**src/hw/mipwm_pkg.sv**
```systemverilog
// constants and types for the interleaved multiphase pwm timing block
// Functional notes
// - With neither phase-3 nor phase-4 pin tied high, four phases run by default.
// - Each switching cycle starts when the internal cycle clock forces phase 1 low.
// - In four-phase mode phases 2, 3 and 4 terminate at 1/4 cycle steps after phase 1.
// - A tied-high phase-3 pin selects two phases, phase 2 terminating 1/2 cycle later.
// - A tied-high phase-4 pin with the phase-3 pin low selects three phases spaced in 1/3 cycle steps.
// - Every phase output that falls at its termination stays low for at least 1/3 of a cycle.
// - After the forced off time a phase rises when its modified level crosses its ramp.
// - The modified level is the compensation level minus the phase balance correction.
// - A high phase stays high until its own termination event at its next cycle start.
// - Sense logic exists per phase and channels beyond the detected count stay idle.
// - A channel current is captured only after it has settled following the fall.
// - Held samples feed current balance, the cycle average and overcurrent.
// - The sample window opens at the fall, lasts 1/3 cycle, and the value holds a cycle.
// - The cycle average is the sum of active samples divided by the active count.
package mipwm_pkg;
    localparam int CLK_PERIOD_NS = 5;
    localparam int SW_PERIOD_NS = 1200;
    localparam int CYC_INT = SW_PERIOD_NS / CLK_PERIOD_NS;
    localparam int PHASES = 4;
    localparam int DATA_W = 8;
    localparam int CNT_W = 8;
    localparam logic [CNT_W-1:0] CYC_CNT = CNT_W'(CYC_INT);
    localparam logic [CNT_W-1:0] CYC_LAST = CNT_W'(CYC_INT - 1);
    localparam logic [CNT_W-1:0] CNT_ZERO = 8'h00;
    localparam logic [CNT_W-1:0] OFS_QTR = CNT_W'(CYC_INT / 4);
    localparam logic [CNT_W-1:0] OFS_HALF = CNT_W'(CYC_INT / 2);
    localparam logic [CNT_W-1:0] OFS_TQTR = CNT_W'((3 * CYC_INT) / 4);
    localparam logic [CNT_W-1:0] OFS_THIRD = CNT_W'(CYC_INT / 3);
    localparam logic [CNT_W-1:0] OFS_TTHIRD = CNT_W'((2 * CYC_INT) / 3);
    // least times round up to whole cycles
    localparam logic [CNT_W-1:0] OFF_MIN = CNT_W'((CYC_INT + 2) / 3);
    localparam logic [CNT_W-1:0] SAMP_CYC = CNT_W'((CYC_INT + 2) / 3);
    localparam logic [CNT_W-1:0] WIN_LAST = 8'h01;
    localparam logic [DATA_W-1:0] OC_LIMIT = 8'hc8;
    localparam logic [DATA_W-1:0] DATA_ZERO = 8'h00;
    localparam logic [DATA_W-1:0] DATA_MAX = 8'hff;

    typedef logic [PHASES-1:0][DATA_W-1:0] mipwm_sense_t;

    typedef enum logic [1:0] {
        MIPWM_N4 = 2'b00,
        MIPWM_N2 = 2'b01,
        MIPWM_N3 = 2'b10
    } mipwm_mode_t;

    typedef enum logic {
        MIPWM_DETECT = 1'b0,
        MIPWM_RUN = 1'b1
    } mipwm_state_t;
endpackage : mipwm_pkg

```
**src/hw/mipwm_ch_if.sv**
```systemverilog
// per-channel link between the timing core and its sample-and-hold
`timescale 1ns/1ps
interface mipwm_ch_if;
    logic fall;
    logic active;
    logic [mipwm_pkg::DATA_W-1:0] sense_pos;
    logic [mipwm_pkg::DATA_W-1:0] sense_neg;
    logic [mipwm_pkg::DATA_W-1:0] sample;
    modport ctrl (output fall, output active, output sense_pos,
                  output sense_neg, input sample);
    modport chan (input fall, input active, input sense_pos,
                  input sense_neg, output sample);
endinterface : mipwm_ch_if

```
**src/hw/mipwm_chan.sv**
```systemverilog
// per-channel current sample-and-hold
`timescale 1ns/1ps
module mipwm_chan (
    input wire logic clk,
    input wire logic rst,
    mipwm_ch_if.chan ch
);
    import mipwm_pkg::*;

    logic [CNT_W-1:0] win_reg;
    logic [CNT_W-1:0] win_next;
    logic [DATA_W-1:0] sample_reg;
    logic [DATA_W-1:0] sample_next;
    logic cap;

    assign cap = (win_reg == WIN_LAST);
    assign ch.sample = sample_reg;

    always_comb begin
        win_next = win_reg;
        sample_next = sample_reg;
        if (!ch.active) begin
            win_next = CNT_ZERO;
            sample_next = DATA_ZERO;
        end else if (ch.fall) begin
            win_next = SAMP_CYC;
        end else if (win_reg != CNT_ZERO) begin
            win_next = win_reg - WIN_LAST;
        end
        // capture at window end so the sensed current has settled
        if (ch.active && cap) begin
            if (ch.sense_pos >= ch.sense_neg) begin
                sample_next = ch.sense_pos - ch.sense_neg;
            end else begin
                sample_next = DATA_ZERO;
            end
        end
    end

    always_ff @(posedge clk) begin
        if (rst) begin
            win_reg <= CNT_ZERO;
            sample_reg <= DATA_ZERO;
        end else begin
            win_reg <= win_next;
            sample_reg <= sample_next;
        end
    end

    // helper: cycles since the window opened, saturating
    logic [CNT_W-1:0] since_reg;
    always_ff @(posedge clk) begin
        if (rst || !ch.active) begin
            since_reg <= CNT_ZERO;
        end else if (ch.fall) begin
            since_reg <= WIN_LAST;
        end else if (since_reg != CNT_ZERO && since_reg != ~CNT_ZERO) begin
            since_reg <= since_reg + WIN_LAST;
        end
    end
endmodule : mipwm_chan

```
**src/hw/mipwm_top.sv**
```systemverilog
// interleaved multiphase pwm timing core with per-phase sample-and-hold
`timescale 1ns/1ps
module mipwm_top (
    input wire logic clk,
    input wire logic rst,
    input wire logic enable,
    input wire logic phase3_drive_in,
    input wire logic phase4_drive_in,
    input wire logic [mipwm_pkg::DATA_W-1:0] compensation_level,
    input wire mipwm_pkg::mipwm_sense_t current_sense_pos,
    input wire mipwm_pkg::mipwm_sense_t current_sense_neg,
    output logic phase1_drive,
    output logic phase2_drive,
    output logic phase3_drive,
    output logic phase3_drive_oe,
    output logic phase4_drive,
    output logic phase4_drive_oe,
    output logic [mipwm_pkg::DATA_W-1:0] cycle_average_current,
    output logic overcurrent,
    output mipwm_pkg::mipwm_mode_t phase_mode,
    output logic running
);
    import mipwm_pkg::*;

    mipwm_state_t state_reg;
    mipwm_state_t state_next;
    mipwm_mode_t mode_reg;
    mipwm_mode_t mode_next;
    logic [CNT_W-1:0] cnt_reg;
    logic [CNT_W-1:0] cnt_next;
    logic [PHASES-1:0] drive_reg;
    logic [PHASES-1:0] drive_next;
    logic [1:0] oe_reg;
    logic [1:0] oe_next;
    logic [DATA_W-1:0] avg_reg;
    logic [DATA_W-1:0] avg_next;
    logic oc_reg;
    logic oc_next;
    logic [PHASES-1:0] term;
    logic [PHASES-1:0] active;
    logic [PHASES-1:0][DATA_W-1:0] samp;

    function automatic logic [2:0] phase_count(input mipwm_mode_t m);
        case (m)
            MIPWM_N2: phase_count = 3'h2;
            MIPWM_N3: phase_count = 3'h3;
            default: phase_count = 3'h4;
        endcase
    endfunction : phase_count

    // termination offset of phase idx within the cycle
    function automatic logic [CNT_W-1:0] phase_offset(
        input mipwm_mode_t m,
        input int idx
    );
        phase_offset = CNT_ZERO;
        case (m)
            MIPWM_N2: begin
                if (idx == 1) phase_offset = OFS_HALF;
            end
            MIPWM_N3: begin
                if (idx == 1) phase_offset = OFS_THIRD;
                if (idx == 2) phase_offset = OFS_TTHIRD;
            end
            default: begin
                if (idx == 1) phase_offset = OFS_QTR;
                if (idx == 2) phase_offset = OFS_HALF;
                if (idx == 3) phase_offset = OFS_TQTR;
            end
        endcase
    endfunction : phase_offset

    // position of a phase's own sawtooth, zero at its termination
    function automatic logic [CNT_W-1:0] local_pos(
        input logic [CNT_W-1:0] cnt,
        input logic [CNT_W-1:0] ofs
    );
        if (cnt >= ofs) begin
            local_pos = cnt - ofs;
        end else begin
            local_pos = CNT_W'({1'b0, cnt} + {1'b0, CYC_CNT} - {1'b0, ofs});
        end
    endfunction : local_pos

    // compensation minus balance error, clamped to the data range
    function automatic logic [DATA_W-1:0] mod_level(
        input logic [DATA_W-1:0] comp,
        input logic [DATA_W-1:0] s,
        input logic [DATA_W-1:0] avg
    );
        logic signed [DATA_W+1:0] v;
        v = $signed({2'b00, comp}) - ($signed({2'b00, s})
            - $signed({2'b00, avg}));
        if (v < 0) begin
            mod_level = DATA_ZERO;
        end else if (v > $signed({2'b00, DATA_MAX})) begin
            mod_level = DATA_MAX;
        end else begin
            mod_level = v[DATA_W-1:0];
        end
    endfunction : mod_level

    genvar g;
    generate
        for (g = 0; g < PHASES; g++) begin : g_ch
            mipwm_ch_if ch ();
            assign ch.fall = term[g];
            assign ch.active = active[g];
            assign ch.sense_pos = current_sense_pos[g];
            assign ch.sense_neg = current_sense_neg[g];
            assign samp[g] = ch.sample;
            mipwm_chan u_chan (
                .clk(clk),
                .rst(rst),
                .ch(ch)
            );
        end
    endgenerate

    // mode detection and run control
    always_comb begin
        state_next = state_reg;
        mode_next = mode_reg;
        case (state_reg)
            MIPWM_DETECT: begin
                // pins 3 and 4 are not driven here, so their ties read back
                if (enable) begin
                    state_next = MIPWM_RUN;
                    if (phase3_drive_in) begin
                        mode_next = MIPWM_N2;
                    end else if (phase4_drive_in) begin
                        mode_next = MIPWM_N3;
                    end else begin
                        mode_next = MIPWM_N4;
                    end
                end
            end
            default: begin
                if (!enable) state_next = MIPWM_DETECT;
            end
        endcase
    end

    // cycle clock and per-phase edges
    always_comb begin
        logic [CNT_W-1:0] pos;
        logic [DATA_W-1:0] lvl;
        logic run;
        pos = CNT_ZERO;
        lvl = DATA_ZERO;
        run = (state_reg == MIPWM_RUN) && enable;
        cnt_next = CNT_ZERO;
        if (run) begin
            cnt_next = (cnt_reg == CYC_LAST) ? CNT_ZERO : cnt_reg + WIN_LAST;
        end
        for (int i = 0; i < PHASES; i++) begin
            active[i] = run && (3'(i) < phase_count(mode_reg));
            pos = local_pos(cnt_reg, phase_offset(mode_reg, i));
            lvl = mod_level(compensation_level, samp[i], avg_reg);
            term[i] = active[i] && (pos == CNT_ZERO);
            drive_next[i] = drive_reg[i];
            if (!active[i] || term[i]) begin
                drive_next[i] = 1'b0;
            end else if (!drive_reg[i] && pos >= OFF_MIN
                && ({1'b0, pos} + {1'b0, lvl}) >= {1'b0, CYC_CNT}) begin
                drive_next[i] = 1'b1;
            end
        end
        oe_next = active[3:2];
    end

    // balance average and overcurrent from held samples
    always_comb begin
        logic [DATA_W+1:0] sum;
        sum = '0;
        oc_next = 1'b0;
        for (int i = 0; i < PHASES; i++) begin
            if (3'(i) < phase_count(mode_reg)) begin
                sum = sum + {2'b00, samp[i]};
                if (samp[i] > OC_LIMIT) oc_next = 1'b1;
            end
        end
        case (mode_reg)
            MIPWM_N2: avg_next = DATA_W'(sum / 2);
            MIPWM_N3: avg_next = DATA_W'(sum / 3);
            default: avg_next = DATA_W'(sum / 4);
        endcase
    end

    always_ff @(posedge clk) begin
        if (rst) begin
            state_reg <= MIPWM_DETECT;
            mode_reg <= MIPWM_N4;
            cnt_reg <= CNT_ZERO;
            drive_reg <= '0;
            oe_reg <= 2'b00;
            avg_reg <= DATA_ZERO;
            oc_reg <= 1'b0;
        end else begin
            state_reg <= state_next;
            mode_reg <= mode_next;
            cnt_reg <= cnt_next;
            drive_reg <= drive_next;
            oe_reg <= oe_next;
            avg_reg <= avg_next;
            oc_reg <= oc_next;
        end
    end

    assign phase1_drive = drive_reg[0];
    assign phase2_drive = drive_reg[1];
    assign phase3_drive = drive_reg[2];
    assign phase4_drive = drive_reg[3];
    assign phase3_drive_oe = oe_reg[0];
    assign phase4_drive_oe = oe_reg[1];
    assign cycle_average_current = avg_reg;
    assign overcurrent = oc_reg;
    assign phase_mode = mode_reg;
    assign running = state_reg;

    // helper: low cycles of phase 1 since it last fell
    logic [CNT_W-1:0] low_cnt_reg;
    always_ff @(posedge clk) begin
        if (rst || drive_reg[0]) begin
            low_cnt_reg <= CNT_ZERO;
        end else if (low_cnt_reg != DATA_MAX) begin
            low_cnt_reg <= low_cnt_reg + WIN_LAST;
        end
    end
endmodule : mipwm_top

```
**config.mk**
```make
export PLATFORM = sky130hd
export DESIGN_NAME = mipwm_top
export DESIGN_NICKNAME = d
export VERILOG_FILES = /design/src/hw/mipwm_pkg.sv /design/src/hw/mipwm_ch_if.sv /design/src/hw/mipwm_chan.sv /design/src/hw/mipwm_top.sv
export SDC_FILE = /design/constraint.sdc
export NUM_CORES = 1
export LEC_CHECK = 0
export BUFFER_PORTS_ARGS = -buffer_cell sky130_fd_sc_hd__buf_2
export CAP_MARGIN = 5
export CORE_MARGIN = 1
export CORE_UTILIZATION = 40
export DETAILED_ROUTE_END_ITERATION = 6
export RECOVER_POWER = 50
export SETUP_SLACK_MARGIN = 0.15
export SLEW_MARGIN = 20
export SYNTH_ARGS = -nofsm -noshare
export SYNTH_HDL_FRONTEND = slang
export SYNTH_HIERARCHICAL = 1
export SYNTH_SLANG_ARGS = --single-unit
```
**constraint.sdc**
```tcl
create_clock -name clk -period 20 [get_ports clk]
set_input_delay 2 -clock clk [delete_from_list [all_inputs] [get_ports clk]]
set_output_delay 2 -clock clk [all_outputs]
set_load 0.02 [all_outputs]
```
After elaboration in Yosys (flattened, before gate mapping):

Cells that the tools add are included.

* div/mod/pow operators: 1
* eq/ne operators: 11
* reductions and logical operators: 60
* bitwise gates (word level): 6
* multiplexer cells: 52
* order comparisons: 32
* $add $sub $neg: 31

Operators with widths (count)
* $mux 8: 26
* $sub 8x8->8: 10
* $ge 8x8->1: 7
* $mux 7: 8
* $gt 10x9->1 const B: 4
* $lt 10x1->1 const B: 4
* $sub 9x9->10: 4
* $add 8x8->9: 4
* $ge 9x8->1 const B: 4
* $sub 8x8->9: 4
* $div 10x2->32 const B: 1
* $eq 8x1->1 const B: 4
* $ge 8x7->1 const B: 4
* $gt 8x8->1 const B: 4
* $logic_not 8->1: 4
* $pmux 8 s2: 2
* $reduce_bool 8->1: 4
* $sub 8x1->8 const B: 4
* $add 10x8->10: 3
* $mux 10: 3
* $logic_and 1x1->1: 21
* $reduce_or 2->1: 9
* $reduce_or 3->1: 5
* $pmux 7 s2: 1
* other kinds (17): 49

* register bits after elaboration: 90
* input bits: 77
* logic and storage cells: 215
* output and inout bits: 18

Longest topological paths before layout:

Gate-level depths: netlist of the first run.

* depth after elaboration: 12
* gate-level depth with buffers: 43

By module:

Netlist of the first run, hierarchy kept.

Modules (own cells, without submodules)
* mipwm_top: cells each 1188, area each 8783.4 um^2, times used 1, seq. area each 520.5 um^2
* mipwm_chan: cells each 126, area each 1106.1 um^2, times used 4, seq. area each 320.3 um^2

Worst setup path before layout of the first run:

Ideal clock, no wire load.

* path type: register -> register
* start: reg g_ch[0].u_chan.sample_reg[0]
* end: reg avg_reg[0], in the netlist cycle_average_current[0]
* data arrival time: 8.266 ns
* slack: 11.614 ns
* required time: 19.880 ns
* clock period less this slack: 8.386 ns
* stages on the path, launching flop included: 40
* library setup time: 0.120 ns
* path buffers: 2
* path through: dfxtp_1 -> ha_1 -> fa_1 -> a21o_1 -> a21oi_1 -> xnor2_1 -> ha_1 -> a21o_1 -> a21oi_2 -> and2_1 -> xor2_1 -> o21ai_0 -> ha_1 -> clkbuf_1 -> a21oi_1 -> nor2b_1 -> a211o_1 -> a311o_1 -> [4 not listed] -> nor2b_1 -> and3_1 -> o32ai_1 -> a31oi_1 -> a211o_1 -> buf_2 -> o221ai_1 -> or4_1 -> or3_1 -> o2bb2ai_1 -> nand2b_1 -> nor2_1 -> xnor2_1 -> ha_1 -> or3_1 -> a221o_1 -> a21oi_1 -> a21oi_1

* word-level cells in the longest chain between the ends: 9

Ends and longest elaborated chain
* start, declared: RTL line mipwm_chan.sv:12 `logic [DATA_W-1:0] sample_reg;`
* start signal, assigned: RTL line mipwm_chan.sv:46 `sample_reg <= sample_next;`
* $mux 8 (*): RTL line mipwm_top.sv:178 `if (3'(i) < phase_count(mode_reg)) begin`
* $add 10x8->10: RTL line mipwm_top.sv:179 `sum = sum + {2'b00, samp[i]};`
* $mux 10 (*): RTL line mipwm_top.sv:178
* $add 10x8->10: RTL line mipwm_top.sv:179
* $mux 10 (*): RTL line mipwm_top.sv:178
* $add 10x8->10: RTL line mipwm_top.sv:179
* $mux 10 (*): RTL line mipwm_top.sv:178
* $div 10x2->32: RTL line mipwm_top.sv:185 `MIPWM_N3: avg_next = DATA_W'(sum / 3);`
* $pmux 8 s2 (*): RTL line mipwm_top.sv:183 `case (mode_reg)`
* end signal, assigned: RTL line mipwm_top.sv:205 `avg_reg <= avg_next;`
* end, declared: RTL line mipwm_top.sv:35 `logic [DATA_W-1:0] avg_reg;`

Every way passes the cells marked *; elsewhere a longest branch is shown, timed or not.
A chain may end at the register's enable or synchronous reset.

Worst setup path in the final report of the first run:

* start: reg g_ch[0].u_chan.sample_reg[0]
* end: reg avg_reg[1], in the netlist cycle_average_current[1]

Same word-level chain as after synthesis.

==> results of run 1 <==
## synthesized netlist by cell type (all sizes together), types with 22 or more instances
library cell    n  area [um^2]
a21o           39          298
a21oi         157          793
a22oi          27          203
dfxtp          90         1800
fa             22          440
ha            190         2380
inv           173          649
nand2         100          375
nand2b         29          181
nand3          56          305
nor2          148          556
nor3           31          155
nor4           22          210
o21a           47          354
o21ai          95          475
xnor2          76          666
xor2           67          587
## metal layers
metal / vias up / global-route usage / part of all wire / routed length (um)
met5: - / 0 / 0 / 0
met1: 5804 / 0.303 / 0.49 / 18000
met3: 58 / 0.0240 / 0.045 / 1670
li1: 6279 / - / - / -
met2: 349 / 0.353 / 0.44 / 16400
met4: 0 / 0.0727 / 0.026 / 966
## worst register-to-register path, delay by kind of cell (launching register included)
kind	cells	cell delay (ns)
AOI/OAI and AO/OA	17	4.27
DFF	1	0.36
xor gates and xnor gates	3	0.62
buffers and inverters	1	0.19
adders and majority gates	6	1.92
and+or+nand+nor	12	2.00
## how the worst min path moves through the flow
stage,from,to,slack (ns),cells after the start
final,g_ch[3].u_chan/win_reg[3],g_ch[3].u_chan/win_reg[3],0.49,2
after global routing,drive_reg[3],drive_reg[3],0.52,1
after CTS,g_ch[3].u_chan/win_reg[3],g_ch[3].u_chan/win_reg[3],0.49,2
after detailed placement,g_ch[3].u_chan/win_reg[3],g_ch[3].u_chan/win_reg[3],0.48,2
after global placement,g_ch[3].u_chan/win_reg[3],g_ch[3].u_chan/win_reg[3],0.47,2
after floorplan,g_ch[0].u_chan/win_reg[3],g_ch[0].u_chan/win_reg[3],0.46,2
## kinds of logic after synthesis
group,synth area share
multiplexers,0.0120
AO/OA/AOI/OAI,0.274
flip-flops,0.136
adder cells (fa/ha/maj),0.213
XOR/XNOR,0.0982
AND/OR/NAND/NOR,0.202
buffers and inverters,0.0645
## final cells by class
cell class	count	area [um^2]	area share
Clock buffer	10	239	0.0166
Clock inverter	6	121	0.00844
Inverter	173	649	0.0451
Multi-Input combinational cell	1395	10500	0.732
Sequential cell	90	1800	0.125
Tap cell	442	553	0.0384
Timing Repair Buffer	100	489	0.0340
## placed cells by master, fill, tap and decap left out, types with 10 or more instances in the layout
cell type and instances:
sky130_fd_sc_hd__xnor2_1 76, sky130_fd_sc_hd__o21bai_1 20, sky130_fd_sc_hd__xor2_1 67, sky130_fd_sc_hd__o21a_1 46, sky130_fd_sc_hd__buf_2 76, sky130_fd_sc_hd__nor2b_1 18
sky130_fd_sc_hd__clkbuf_1 19, sky130_fd_sc_hd__nand3_1 51, sky130_fd_sc_hd__nand4_1 17, sky130_fd_sc_hd__nor4_1 15, sky130_fd_sc_hd__nand3b_1 13, sky130_fd_sc_hd__inv_1 167
sky130_fd_sc_hd__a22oi_1 27, sky130_fd_sc_hd__ha_1 190, sky130_fd_sc_hd__o211ai_1 10, sky130_fd_sc_hd__o21ai_0 91, sky130_fd_sc_hd__a211oi_1 19, sky130_fd_sc_hd__fa_1 22
sky130_fd_sc_hd__a21o_1 35, sky130_fd_sc_hd__nor2_1 148, sky130_fd_sc_hd__nand2b_1 29, sky130_fd_sc_hd__a21oi_1 155, sky130_fd_sc_hd__nor3_1 31, sky130_fd_sc_hd__o41ai_1 10
sky130_fd_sc_hd__dfxtp_1 90, sky130_fd_sc_hd__nand2_1 100
## through the flow
| stage | hold WS, ns | setup slack [ns] |
|---|---|---|
| floorplan | 0.457 | 11.61 |
| global placement | 0.471 | 10.91 |
| detailed placement | 0.479 | 10.62 |
| CTS | 0.492 | 10.57 |
| global route | 0.520 | 9.55 |
| finish | 0.488 | 10.40 |
## power groups by stage
| stage | registers, mW | logic (mW) | clock network [mW] |
|---|---|---|---|
| final | 0.183 | 0.451 | 0.212 |
| after global routing | 0.183 | 0.508 | 0.223 |
| after CTS | 0.183 | 0.452 | 0.216 |
| after detailed placement | 0.187 | 0.450 | 0 |
| after global placement | 0.187 | 0.439 | 0 |
| after floorplan | 0.188 | 0.356 | 0 |
==> implementation parameters, run 1 <==
Parameter                              Value

Outcome
  Status ... finished with violations
  Violations in the final reports ... capacitance limit, slew limit

GRT
  Antenna violations before repair ... 0
  All-Layer GR Usage ... 0.219
  Number of global-route vias before repair ... 11.7k
  Pin count of the biggest net entering global routing ... 55
  Gr ovfl total ... 0
  Wire length of the first global-routing pass ... 59400 um

Clock network
  CTS clock-pin slew for the worst setup and hold paths ... 0.07 ns
  Buffer cell driving the clock tree root ... sky130_fd_sc_hd__clkbuf_16
  Number of H-tree branching levels ... 3
  Clock Path Buffers ... 2
  TritonCTS sink count ... 90
  TritonCTS clock tree ... yes
  Count of hold buffers inserted by post-cts repair ... 0
  Number of buffers inserted by post-CTS setup repair ... 0
  Num CTS Buffers ... 9
  Clock latency reported for the late side of the worst-skew pair ... 0.36 ns
  Resized Gates After CTS ... 0

Min path
  Worst min-delay path class ... register to register

STA
  Minimum clock period after layout ... 9.60 ns
  Worst relative slew slack ... -0.748
  Worst clock skew ... 0.00747 ns
  Finish-stage setup viols ... 0
  Number of endpoints with negative hold slack in the final report ... 0
  RSZ-0062 raised after global routing ... no
  TNS Setup ... 0 ns
  Pin slew with the least headroom to its limit ... 2.62 ns
  Fmax ... 104 MHz
  Final Max Tran Viols ... 55
  Fin crit share ... 0.480

Finish
  Area growth, synth to finish ... 8.90%
  Fraction of final layout cells sized beyond drive strength 1 ... 0.0998
  Nets@finish ... 2058
  Final cell count without fillers ... 2216
  Summed area of non-filler cells in the final layout ... 0.0144 mm^2
  Diodes inserted ... 0
  End-of-flow core utilization ... 0.442
  Count of filler cells inserted in the layout ... 3321

Setup path
  Worst-case register-to-register setup slack ... 10.40 ns
  CP max stage delay ... 0.50 ns
  Required arrival time at the worst endpoint ... 20.12 ns
  Critical path capture point ... cycle_average_current[1]
  Data arrival time of the critical path ... 9.72 ns
  Cell with the biggest individual delay on the critical path ... sky130_fd_sc_hd__nor4_2
  Category of the worst setup path launch point ... register
  CP bufs+invs ... 1
  Beginning of the worst register-to-register path ... g_ch[0].u_chan/ch.sample[0]
  Endpoint of the most critical register-to-register path ... cycle_average_current[1]
  Length in cells of the worst reg-to-reg path ... 39
  Type of the worst setup path ... register to register
  Total number of cells along the worst setup path ... 39
  First element of the critical path ... g_ch[0].u_chan/ch.sample[0]
  Cell family with most CP delay ... compound AO/OA/AOI/OAI gates
  Largest fanout on the critical path ... 15
  Kind of capture point of the worst setup path ... register

Synthesis
  Average cell area after synthesis ... 7.81 um^2
  Number of register bits inferred by synthesis ... 90
  Number of nets produced by synthesis ... 1981
  Count of flip-flops with a built-in enable after synthesis ... 0
  Most instantiated flip-flop cell in the synthesis netlist ... sky130_fd_sc_hd__dfxtp_1
  Area of the mapped netlist ... 0.0132 mm^2
  Post-synthesis cell count ... 1692
  Register area share after synthesis ... 0.136
  Yosys warning count ... 6
  Cell variety after synth ... 100
  Share of flip-flops with an asynchronous set or reset ... 0

Drt
  Wirelength, routed ... 37000 um
  Detailed router's first-iteration violation count ... 928
  Drt via density ... 5.64
  Via count ... 12.5k
  Remaining number of nets flagged by the antenna check after routing ... 0
  Routed wirelength normalized by instance count ... 16.7 um
  Total iterations of the first detailed-routing run ... 5
  DRC violations left ... 0

Power and ir drop
  Leakage power figure ... 6.37 nW
  Total power consumption of the routed design ... 0.846 mW
  Net load switching power ... 0.337 mW
  Max IR drop VDD ... 38.7 uV
  Clock group share of total power ... 0.250
  Relative contribution of combinational cells to total power ... 0.534
  Internal ... 0.509 mW
  Part of the total power dissipated in sequential elements ... 0.216
  Switch share ... 0.398
  Ratio of total power to cell area ... 58.8 mW/mm^2

Die
  Area of the core region ... 0.0325 mm^2
  Die Span Y ... 184 um
  Placement Rows ... 66
  Die span in x ... 184 um
  Area enclosed by the die boundary ... 0.0337 mm^2
  I/O pin count ... 95
  Initial cell density of the core ... 0.406

Flow run
  Number of max-capacitance violations reported ... 1

Placement
  Placer Congestion ... 0.883
  Count of buffers inserted at the top-level ports ... 94
  Area after detailed placement ... 0.0141 mm^2
  Number of placed cells counting well taps ... 2200
  Total half-perimeter wirelength after legalization and detailed placement ... 30000 um
(Power assumes the default switching activity.)
==> inputs of run 2 (changes only) <==
--- a/config.mk
+++ b/config.mk
@@ -5,6 +5,7 @@
 export SDC_FILE = /design/constraint.sdc
 export NUM_CORES = 1
 export LEC_CHECK = 0
+export ABC_AREA = 1
 export BUFFER_PORTS_ARGS = -buffer_cell sky130_fd_sc_hd__buf_2
 export CAP_MARGIN = 5
 export CORE_MARGIN = 1
==> constraint.sdc (replaced) <==
create_clock -name clk -period 8.47 [get_ports clk]
set_input_delay 0.847 -clock clk [delete_from_list [all_inputs] [get_ports clk]]
set_output_delay 0.847 -clock clk [all_outputs]
set_load 0.02 [all_outputs]
==> implementation parameters, run 2 <==
Parameter                              Value

Outcome
  Status ... finished with violations
  Violations in the final reports ... capacitance limit, slew limit

Setup path
  Data arrival time of the critical path ... 8.20 ns (-1.52 ns)
  Most Frequent Cell on Critical Path ... sky130_fd_sc_hd__nand2_2
  Cell with the biggest individual delay on the critical path ... sky130_fd_sc_hd__fa_2
  Total number of cells along the worst setup path ... 61 (+56%)
  CP bufs+invs ... 7 (+6)
  Beginning of the worst register-to-register path ... g_ch[1].u_chan/ch.sample[0]
  Length in cells of the worst reg-to-reg path ... 61 (+56%)
  Cell family with most CP delay ... simple AND/OR/NAND/NOR gates
  Required arrival time at the worst endpoint ... 8.72 ns (-11.40 ns)
  Category of the worst setup path launch point ... register
  Worst-case register-to-register setup slack ... 0.52 ns (-9.88 ns)
  Endpoint of the most critical register-to-register path ... cycle_average_current[0]
  Largest fanout on the critical path ... 7 (-8)
  Type of the worst setup path ... register to register
  Kind of capture point of the worst setup path ... register
  CP max stage delay ... 0.39 ns (-0.11 ns)

Synthesis
  Number of nets produced by synthesis ... 2428 (+23%)
  Leading post-synthesis cells by instance count ... sky130_fd_sc_hd__nand2_1 (487), sky130_fd_sc_hd__inv_1 (407), sky130_fd_sc_hd__nor2_1 (194)
  Fraction of post-synthesis cell area in the top cell type by area ... 0.176 (-0.00418)
  Cell variety after synth ... 57 (-43%)
  Most instantiated flip-flop cell in the synthesis netlist ... sky130_fd_sc_hd__dfxtp_1
  Yosys warning count ... 6 (unchanged)
  Average cell area after synthesis ... 6.32 um^2 (-19%)
  Area of the mapped netlist ... 0.0135 mm^2 (+2.4%)
  Cell with the most instances after synthesis ... sky130_fd_sc_hd__nand2_1
  Share of flip-flops with an asynchronous set or reset ... 0 (unchanged)
  Count of flip-flops with a built-in enable after synthesis ... 0 (unchanged)
  Post-synthesis cell type with the largest combined area ... sky130_fd_sc_hd__ha_1
  Leading post-synthesis cells by cell area ... sky130_fd_sc_hd__ha_1 (18%), sky130_fd_sc_hd__nand2_1 (14%), sky130_fd_sc_hd__dfxtp_1 (13%)
  Post-synthesis cell count ... 2139 (+26%)
  Number of register bits inferred by synthesis ... 90 (unchanged)
  Register area share after synthesis ... 0.133 (-0.00317)

Finish
  Nets@finish ... 2547 (+24%)
  Most common cell after layout, fill and taps aside ... sky130_fd_sc_hd__nand2_1
  Most used cells in the layout excluding fill and tap cells ... sky130_fd_sc_hd__nand2_1 (458), sky130_fd_sc_hd__inv_1 (402), sky130_fd_sc_hd__nor2_1 (191)
  Area growth, synth to finish ... 14.4%
  Diodes inserted ... 0 (unchanged)
  Fraction of final layout cells sized beyond drive strength 1 ... 0.142 (+0.0425)

Drt
  Detailed router's first-iteration violation count ... 655 (-29%)
  Wirelength, routed ... 35700 um (-3.6%)
  Via count ... 13.3k (+6.4%)
  Total iterations of the first detailed-routing run ... 6 (+1)
  Drt via density ... 4.91 (-13%)
  Routed wirelength normalized by instance count ... 13.2 um (-21%)
  Remaining number of nets flagged by the antenna check after routing ... 0 (unchanged)
  DRC violations left ... 0 (unchanged)

Clock network
  Clock Path Buffers ... 2 (unchanged)
  Number of H-tree branching levels ... 3 (unchanged)
  Clock latency reported for the late side of the worst-skew pair ... 0.38 ns (+0.02 ns)
  CTS clock-pin slew for the worst setup and hold paths ... 0.07 ns (about the same)
  Buffer cell driving the clock tree root ... sky130_fd_sc_hd__clkbuf_16
  TritonCTS sink count ... 90 (unchanged)
  Num CTS Buffers ... 9 (unchanged)
  TritonCTS clock tree ... yes

Flow run
  Number of max-capacitance violations reported ... 1 (unchanged)

GRT
  Wire length of the first global-routing pass ... 58500 um (-1.5%)
  Number of global-route vias before repair ... 12.3k (+5.3%)
  Pin count of the biggest net entering global routing ... 48 (-13%)
  Gr ovfl total ... 0 (unchanged)
  All-Layer GR Usage ... 0.211 (-0.00778)
  Antenna violations before repair ... 0 (unchanged)

Die
  Initial cell density of the core ... 0.411 (+0.00548)
  Die span in x ... 186 um (+1.2%)
  Area enclosed by the die boundary ... 0.0345 mm^2 (+2.4%)
  Placement Rows ... 66 (unchanged)
  I/O pin count ... 95 (unchanged)
  Area of the core region ... 0.0329 mm^2 (+1.0%)
  Die Span Y ... 186 um (+1.2%)

Min path
  Worst min-delay path class ... register to register
  Cell count of the worst hold path ... 2 (unchanged)
  Min-delay src ... drive_reg[2]
  Destination of the worst hold path ... drive_reg[2]

STA
  Post-layout worst setup margin ... 0.523 ns (-9.88 ns)
  Final Max Tran Viols ... 48 (-13%)
  Worst clock skew ... 0.0151 ns (+0.00767 ns)
  Fin crit share ... 0.938 (+0.458)
  Finish-stage setup viols ... 0 (unchanged)
  Pin slew with the least headroom to its limit ... 2.26 ns (-0.364 ns)
  Number of endpoints with negative hold slack in the final report ... 0 (unchanged)
  Minimum clock period after layout ... 7.95 ns (-1.65 ns)
  TNS Setup ... 0 ns (unchanged)
  Fmax ... 126 MHz (+21%)
  Worst relative slew slack ... -0.506 (+0.242)
  RSZ-0062 raised after global routing ... yes

Power and ir drop
  Leakage power figure ... 8.12 nW (+28%)
  Ratio of total power to cell area ... 154 mW/mm^2 (+160%)
  Max IR drop VDD ... 100 uV (+160%)

Placement
  Count of buffers inserted at the top-level ports ... 94 (unchanged)
  Placer Congestion ... 0.924 (+4.7%)
  Total half-perimeter wirelength after legalization and detailed placement ... 29400 um (-1.9%)
  Post-Place Worst Slack ... 0.169 ns (-10.45 ns)
-- run 2: worst max path at each step --
stage / from / to / slack, ns
final: g_ch[1].u_chan/ch.sample[0] / cycle_average_current[0] / 0.52
after global routing: g_ch[1].u_chan/ch.sample[0] / cycle_average_current[0] / 0.0004
after CTS: g_ch[1].u_chan/ch.sample[0] / cycle_average_current[0] / 0.15
after detailed placement: g_ch[0].u_chan/ch.sample[0] / cycle_average_current[0] / 0.17
after global placement: g_ch[0].u_chan/ch.sample[0] / cycle_average_current[0] / 0.40
after floorplan: g_ch[0].u_chan/ch.sample[0] / cycle_average_current[0] / 1.03
-- run 2: final cells by class --
class | count | area (um^2)
Clock inverter | 7 | 80.1
Sequential cell | 90 | 1810
Tap cell | 442 | 553
Timing Repair Buffer | 125 | 693
Fill cell | 3422 | 17400
Multi-Input combinational cell | 1605 | 10500
Inverter | 427 | 1610
Clock buffer | 9 | 225
-- run 2: cells by family (layout without fill, tap and decap cells) --
group	Yosys count	after routing	synth area share
buf+inv	445	568	0.126
mux	2	2	0.00148
simple gates	949	950	0.323
fa+ha+maj	212	212	0.208
compound gates	341	341	0.143
flops	90	90	0.133
xor+xnor	100	100	0.0648
-- run 2: layer usage --
metal,routed length [um],up-vias,global-route usage
li1,-,7048,-
met1,16700,5964,0.268
met2,17200,246,0.376
met3,1260,37,0.0229
met4,512,0,0.0574
met5,0,-,0
-- run 2: worst register-to-register path, delay by kind of cell, from the launching register on --
family	cells	cell delay, ns
AOI/OAI and AO/OA	6	0.77
xor gates and xnor gates	2	0.38
adders and majority gates	6	1.48
buffers and inverters	7	0.53
DFF	1	0.37
and+or+nand+nor	40	4.34
-- run 2: where the power goes --
part	switching (mW)	internal [mW]	leakage, nW
logic	0.924	0.584	7.25
registers	0.00466	0.427	0.730
clock network	0.201	0.233	0.143
total	1.13	1.24	8.12
-- run 2: what timing repair did --
item / CTS / global route
resized for setup: 0 / 111
endpoints found under the setup margin: 1 / 2
gates cloned: 0 / 1
buffers inserted: 0 / 25
hold buffers: 0 / 0
pin swaps: 1 / 53
-- run 2: stage by stage --
step | hold WS (ns) | std cells | power (mW) | area [um^2] | util
after floorplan | 0.447 | 2139 | 1.59 | 13500 | -
after global placement | 0.455 | 2663 | 1.85 | 14500 | 0.441
after detailed placement | 0.457 | 2663 | 1.87 | 14500 | 0.441
after CTS | 0.475 | 2679 | 2.32 | 14800 | 0.450
after global routing | 0.493 | 2705 | 2.64 | 15500 | 0.471
final | 0.467 | 2705 | 2.37 | 15500 | 0.471
==> inputs of run 3 (changes only) <==
--- a/config.mk
+++ b/config.mk
@@ -13,8 +13,8 @@
 export DETAILED_ROUTE_END_ITERATION = 6
 export RECOVER_POWER = 50
 export SETUP_SLACK_MARGIN = 0.15
+export SKIP_CTS_REPAIR_TIMING = 1
 export SLEW_MARGIN = 20
 export SYNTH_ARGS = -nofsm -noshare
 export SYNTH_HDL_FRONTEND = slang
-export SYNTH_HIERARCHICAL = 1
 export SYNTH_SLANG_ARGS = --single-unit
==> constraint.sdc (replaced) <==
create_clock -name clk -period 9.5 [get_ports clk]
set_input_delay 0.95 -clock clk [delete_from_list [all_inputs] [get_ports clk]]
set_output_delay 0.95 -clock clk [all_outputs]
set_load 0.02 [all_outputs]
==> implementation parameters, run 3 <==
Parameter                              Value

Drt
  Top layer in use ... met4
  Detailed router's first-iteration violation count ... 689 (+5.2%)
  Length of routed met2 wiring ... 14900 um (-13%)
  Detailed route wirelength on metal3 ... 1070 um (-15%)
  Remaining number of nets flagged by the antenna check after routing ... 0 (unchanged)
  DRC violations left ... 0 (unchanged)
  Met1 Routed Length ... 16000 um (-4.4%)
  Wirelength, routed ... 32600 um (-8.6%)
  Routed wirelength normalized by instance count ... 13.3 um (+0.64%)
  Via count ... 12.2k (-8.0%)
  Total iterations of the first detailed-routing run ... 7 (+1)
  Drt via density ... 4.98 (+1.3%)

Synthesis
  Cell with the most instances after synthesis ... sky130_fd_sc_hd__nand2_1
  Post-synthesis cell count ... 1954 (-8.6%)
  Register area share after synthesis ... 0.140 (+0.00671)
  Number of nets produced by synthesis ... 2247 (-7.5%)
  Average cell area after synthesis ... 6.59 um^2 (+4.2%)
  Leading post-synthesis cells by cell area ... sky130_fd_sc_hd__ha_1 (19%), sky130_fd_sc_hd__dfxtp_1 (14%), sky130_fd_sc_hd__nand2_1 (11%)
  Share of flip-flops with an asynchronous set or reset ... 0 (unchanged)
  Fraction of post-synthesis cell area in the top cell type by area ... 0.189 (+0.0127)
  Area of the mapped netlist ... 0.0129 mm^2 (-4.8%)
  Count of flip-flops with a built-in enable after synthesis ... 0 (unchanged)
  Leading post-synthesis cells by instance count ... sky130_fd_sc_hd__nand2_1 (370), sky130_fd_sc_hd__inv_1 (357), sky130_fd_sc_hd__a21oi_1 (209)
  Yosys warning count ... 0 (-6)
  Most instantiated flip-flop cell in the synthesis netlist ... sky130_fd_sc_hd__dfxtp_1
  Cell variety after synth ... 61 (+7.0%)
  Post-synthesis cell type with the largest combined area ... sky130_fd_sc_hd__ha_1
  Number of register bits inferred by synthesis ... 90 (unchanged)

Clock network
  CTS clock-pin slew for the worst setup and hold paths ... 0.07 ns (about the same)
  Clock latency reported for the late side of the worst-skew pair ... 0.36 ns (-0.02 ns)
  Buffer cell driving the clock tree root ... sky130_fd_sc_hd__clkbuf_16
  Clock Path Buffers ... 2 (unchanged)
  Num CTS Buffers ... 9 (unchanged)
  TritonCTS clock tree ... yes
  TritonCTS sink count ... 90 (unchanged)
  Number of H-tree branching levels ... 3 (unchanged)

STA
  Final Max Tran Viols ... 44 (-8.3%)
  Worst clock skew ... 0.00963 ns (-0.00552 ns)
  Number of endpoints with negative hold slack in the final report ... 0 (unchanged)
  TNS Setup ... 0 ns (unchanged)
  Minimum clock period after layout ... 8.41 ns (+0.458 ns)
  Fmax ... 119 MHz (-5.4%)
  RSZ-0062 raised after global routing ... no
  Worst relative slew slack ... -0.535 (-0.0297)
  Pin slew with the least headroom to its limit ... 2.30 ns (+0.0445 ns)
  Fin crit share ... 0.885 (-0.0535)
  Hold WS ... 0.454 ns (-0.0135 ns)
  Finish-stage setup viols ... 0 (unchanged)

Die
  Die Span Y ... 181 um (-2.4%)
  Die span in x ... 181 um (-2.4%)
  Initial cell density of the core ... 0.407 (-0.00449)
  I/O pin count ... 95 (unchanged)
  Placement Rows ... 65 (-1.5%)
  Area of the core region ... 0.0316 mm^2 (-3.7%)
  Area enclosed by the die boundary ... 0.0329 mm^2 (-4.7%)

Placement
  Count of buffers inserted at the top-level ports ... 94 (unchanged)
  Total half-perimeter wirelength after legalization and detailed placement ... 27400 um (-6.8%)
  Placer Congestion ... 0.924 (about the same)
  Area after detailed placement ... 0.0138 mm^2 (-5.1%)

Setup path
  First element of the critical path ... g_ch[0].u_chan.ch.sample[0]
  Data arrival time of the critical path ... 8.65 ns (+0.45 ns)
  Cell with the biggest individual delay on the critical path ... sky130_fd_sc_hd__fa_1
  CP max stage delay ... 0.42 ns (+0.03 ns)
  Most Frequent Cell on Critical Path ... sky130_fd_sc_hd__nand2_1
  Largest fanout on the critical path ... 16 (+9)
  Kind of capture point of the worst setup path ... register
  Category of the worst setup path launch point ... register
  Beginning of the worst register-to-register path ... g_ch[0].u_chan.ch.sample[0]
  Type of the worst setup path ... register to register
  Required arrival time at the worst endpoint ... 9.75 ns (+1.03 ns)

GRT
  All-Layer GR Usage ... 0.203 (-0.00856)
  Gr ovfl total ... 0 (unchanged)
  Wire length of the first global-routing pass ... 54600 um (-6.7%)
  Antenna violations before repair ... 0 (unchanged)
  Number of global-route vias before repair ... 11.3k (-8.2%)
  Pin count of the biggest net entering global routing ... 44 (-8.3%)

Power and ir drop
  Internal ... 1.10 mW (-12%)
  Leakage power figure ... 7.36 nW (-9.4%)
  Part of the total power dissipated in sequential elements ... 0.186 (+0.004)
  Relative contribution of combinational cells to total power ... 0.629 (-0.006)
  Total power consumption of the routed design ... 2.07 mW (-13%)
  Net load switching power ... 0.977 mW (-14%)
  Clock group share of total power ... 0.185 (+0.002)
  Switch share ... 0.471 (-0.00454)
  Max IR drop VDD ... 82.6 uV (-18%)
  Ratio of total power to cell area ... 148 mW/mm^2 (-3.8%)

Min path
  Min-delay src ... drive_reg[3]
  Worst min-delay path class ... register to register

Finish
  Most common cell after layout, fill and taps aside ... sky130_fd_sc_hd__nand2_1
  Reg area ... 0.00180 mm^2 (-0.62%)
  Fraction of final layout cells sized beyond drive strength 1 ... 0.0944 (-0.0478)
  Count of filler cells inserted in the layout ... 3300 (-3.6%)
  Summed area of non-filler cells in the final layout ... 0.0140 mm^2 (-9.3%)
  Nets@finish ... 2342 (-8.0%)
  Most used cells in the layout excluding fill and tap cells ... sky130_fd_sc_hd__nand2_1 (370), sky130_fd_sc_hd__inv_1 (357), sky130_fd_sc_hd__a21oi_1 (209)
  Diodes inserted ... 0 (unchanged)
  Area of the multi-input gates ... 0.00954 mm^2 (-9.1%)
  Area growth, synth to finish ... 9.02%

Outcome
  Status ... finished with violations
  Violations in the final reports ... capacitance limit, slew limit

Flow run
  Number of max-capacitance violations reported ... 1 (unchanged)
[run 3: changes by cell type in the layout (fill, tap and decap cells not counted), sizes merged, moves of 5 or more]
cell,before,now
nor3,12,26
buf,106,81
xor2,58,75
a21oi,192,211
clkinv,0,6
inv,430,367
and2,0,5
nand2,531,402
xnor2,42,37
a211oi,6,16
nor2,210,162
nand3,136,117
o31ai,4,9
[run 3: logic make-up after synthesis]
logic type / Yosys count / share of synthesized area
simple gates: 775 / 0.278
buf+inv: 388 / 0.119
compound gates: 370 / 0.160
fa+ha+maj: 216 / 0.223
xor+xnor: 112 / 0.0768
flops: 90 / 0.140
mux: 3 / 0.00243
[run 3: cell type report]
class                   instances  share of cell area
multi-input cells            1476               0.679
well taps                     402              0.0358
flip-flops and latches         90               0.128
clock buffers                  13              0.0185
inverters                     372              0.0997
repair buffers                100              0.0349
clock inverters                 3             0.00330
[run 3: power by group through the flow]
stage                     Combinational [mW]  Clock (mW)  Sequential (mW)
after floorplan                         1.05           0            0.396
after global placement                  1.29           0            0.394
after detailed placement                1.30           0            0.394
after CTS                               1.30       0.392            0.385
after global routing                    1.50       0.407            0.385
final                                   1.30       0.384            0.385
[run 3: worst paths after layout]
kind	end	slack, ns	cells after the start
max	cycle_average_current[0]	1.09	59
max reg2reg	cycle_average_current[0]	1.09	59
min	drive_reg[3]	0.45	2
min reg2reg	drive_reg[3]	0.45	2
[run 3: worst max-delay path, delay by kind of cell, from the launching register on]
| kind | cells | cell delay, ns |
|---|---|---|
| AOI/OAI and AO/OA | 5 | 1.05 |
| adders and majority gates | 6 | 1.60 |
| DFF | 1 | 0.34 |
| and+or+nand+nor | 37 | 3.86 |
| xor gates and xnor gates | 2 | 0.26 |
| buffers and inverters | 9 | 1.15 |
[run 3: metal layers]
layer  up-vias  track usage
met5         -            0
met4         0       0.0583
met3        36       0.0225
met2       232        0.344
met1      5392        0.271
li1       6574            -
[run 3: metrics by stage]
stage           util  cells  setup WS, ns
6_report       0.444   2456          1.09
5_1_grt        0.444   2456         0.165
3_3_place_gp   0.435   2440          1.35
3_5_place_dp   0.435   2440          1.17
4_1_cts        0.444   2456          1.14
2_1_floorplan      -   1954          2.16
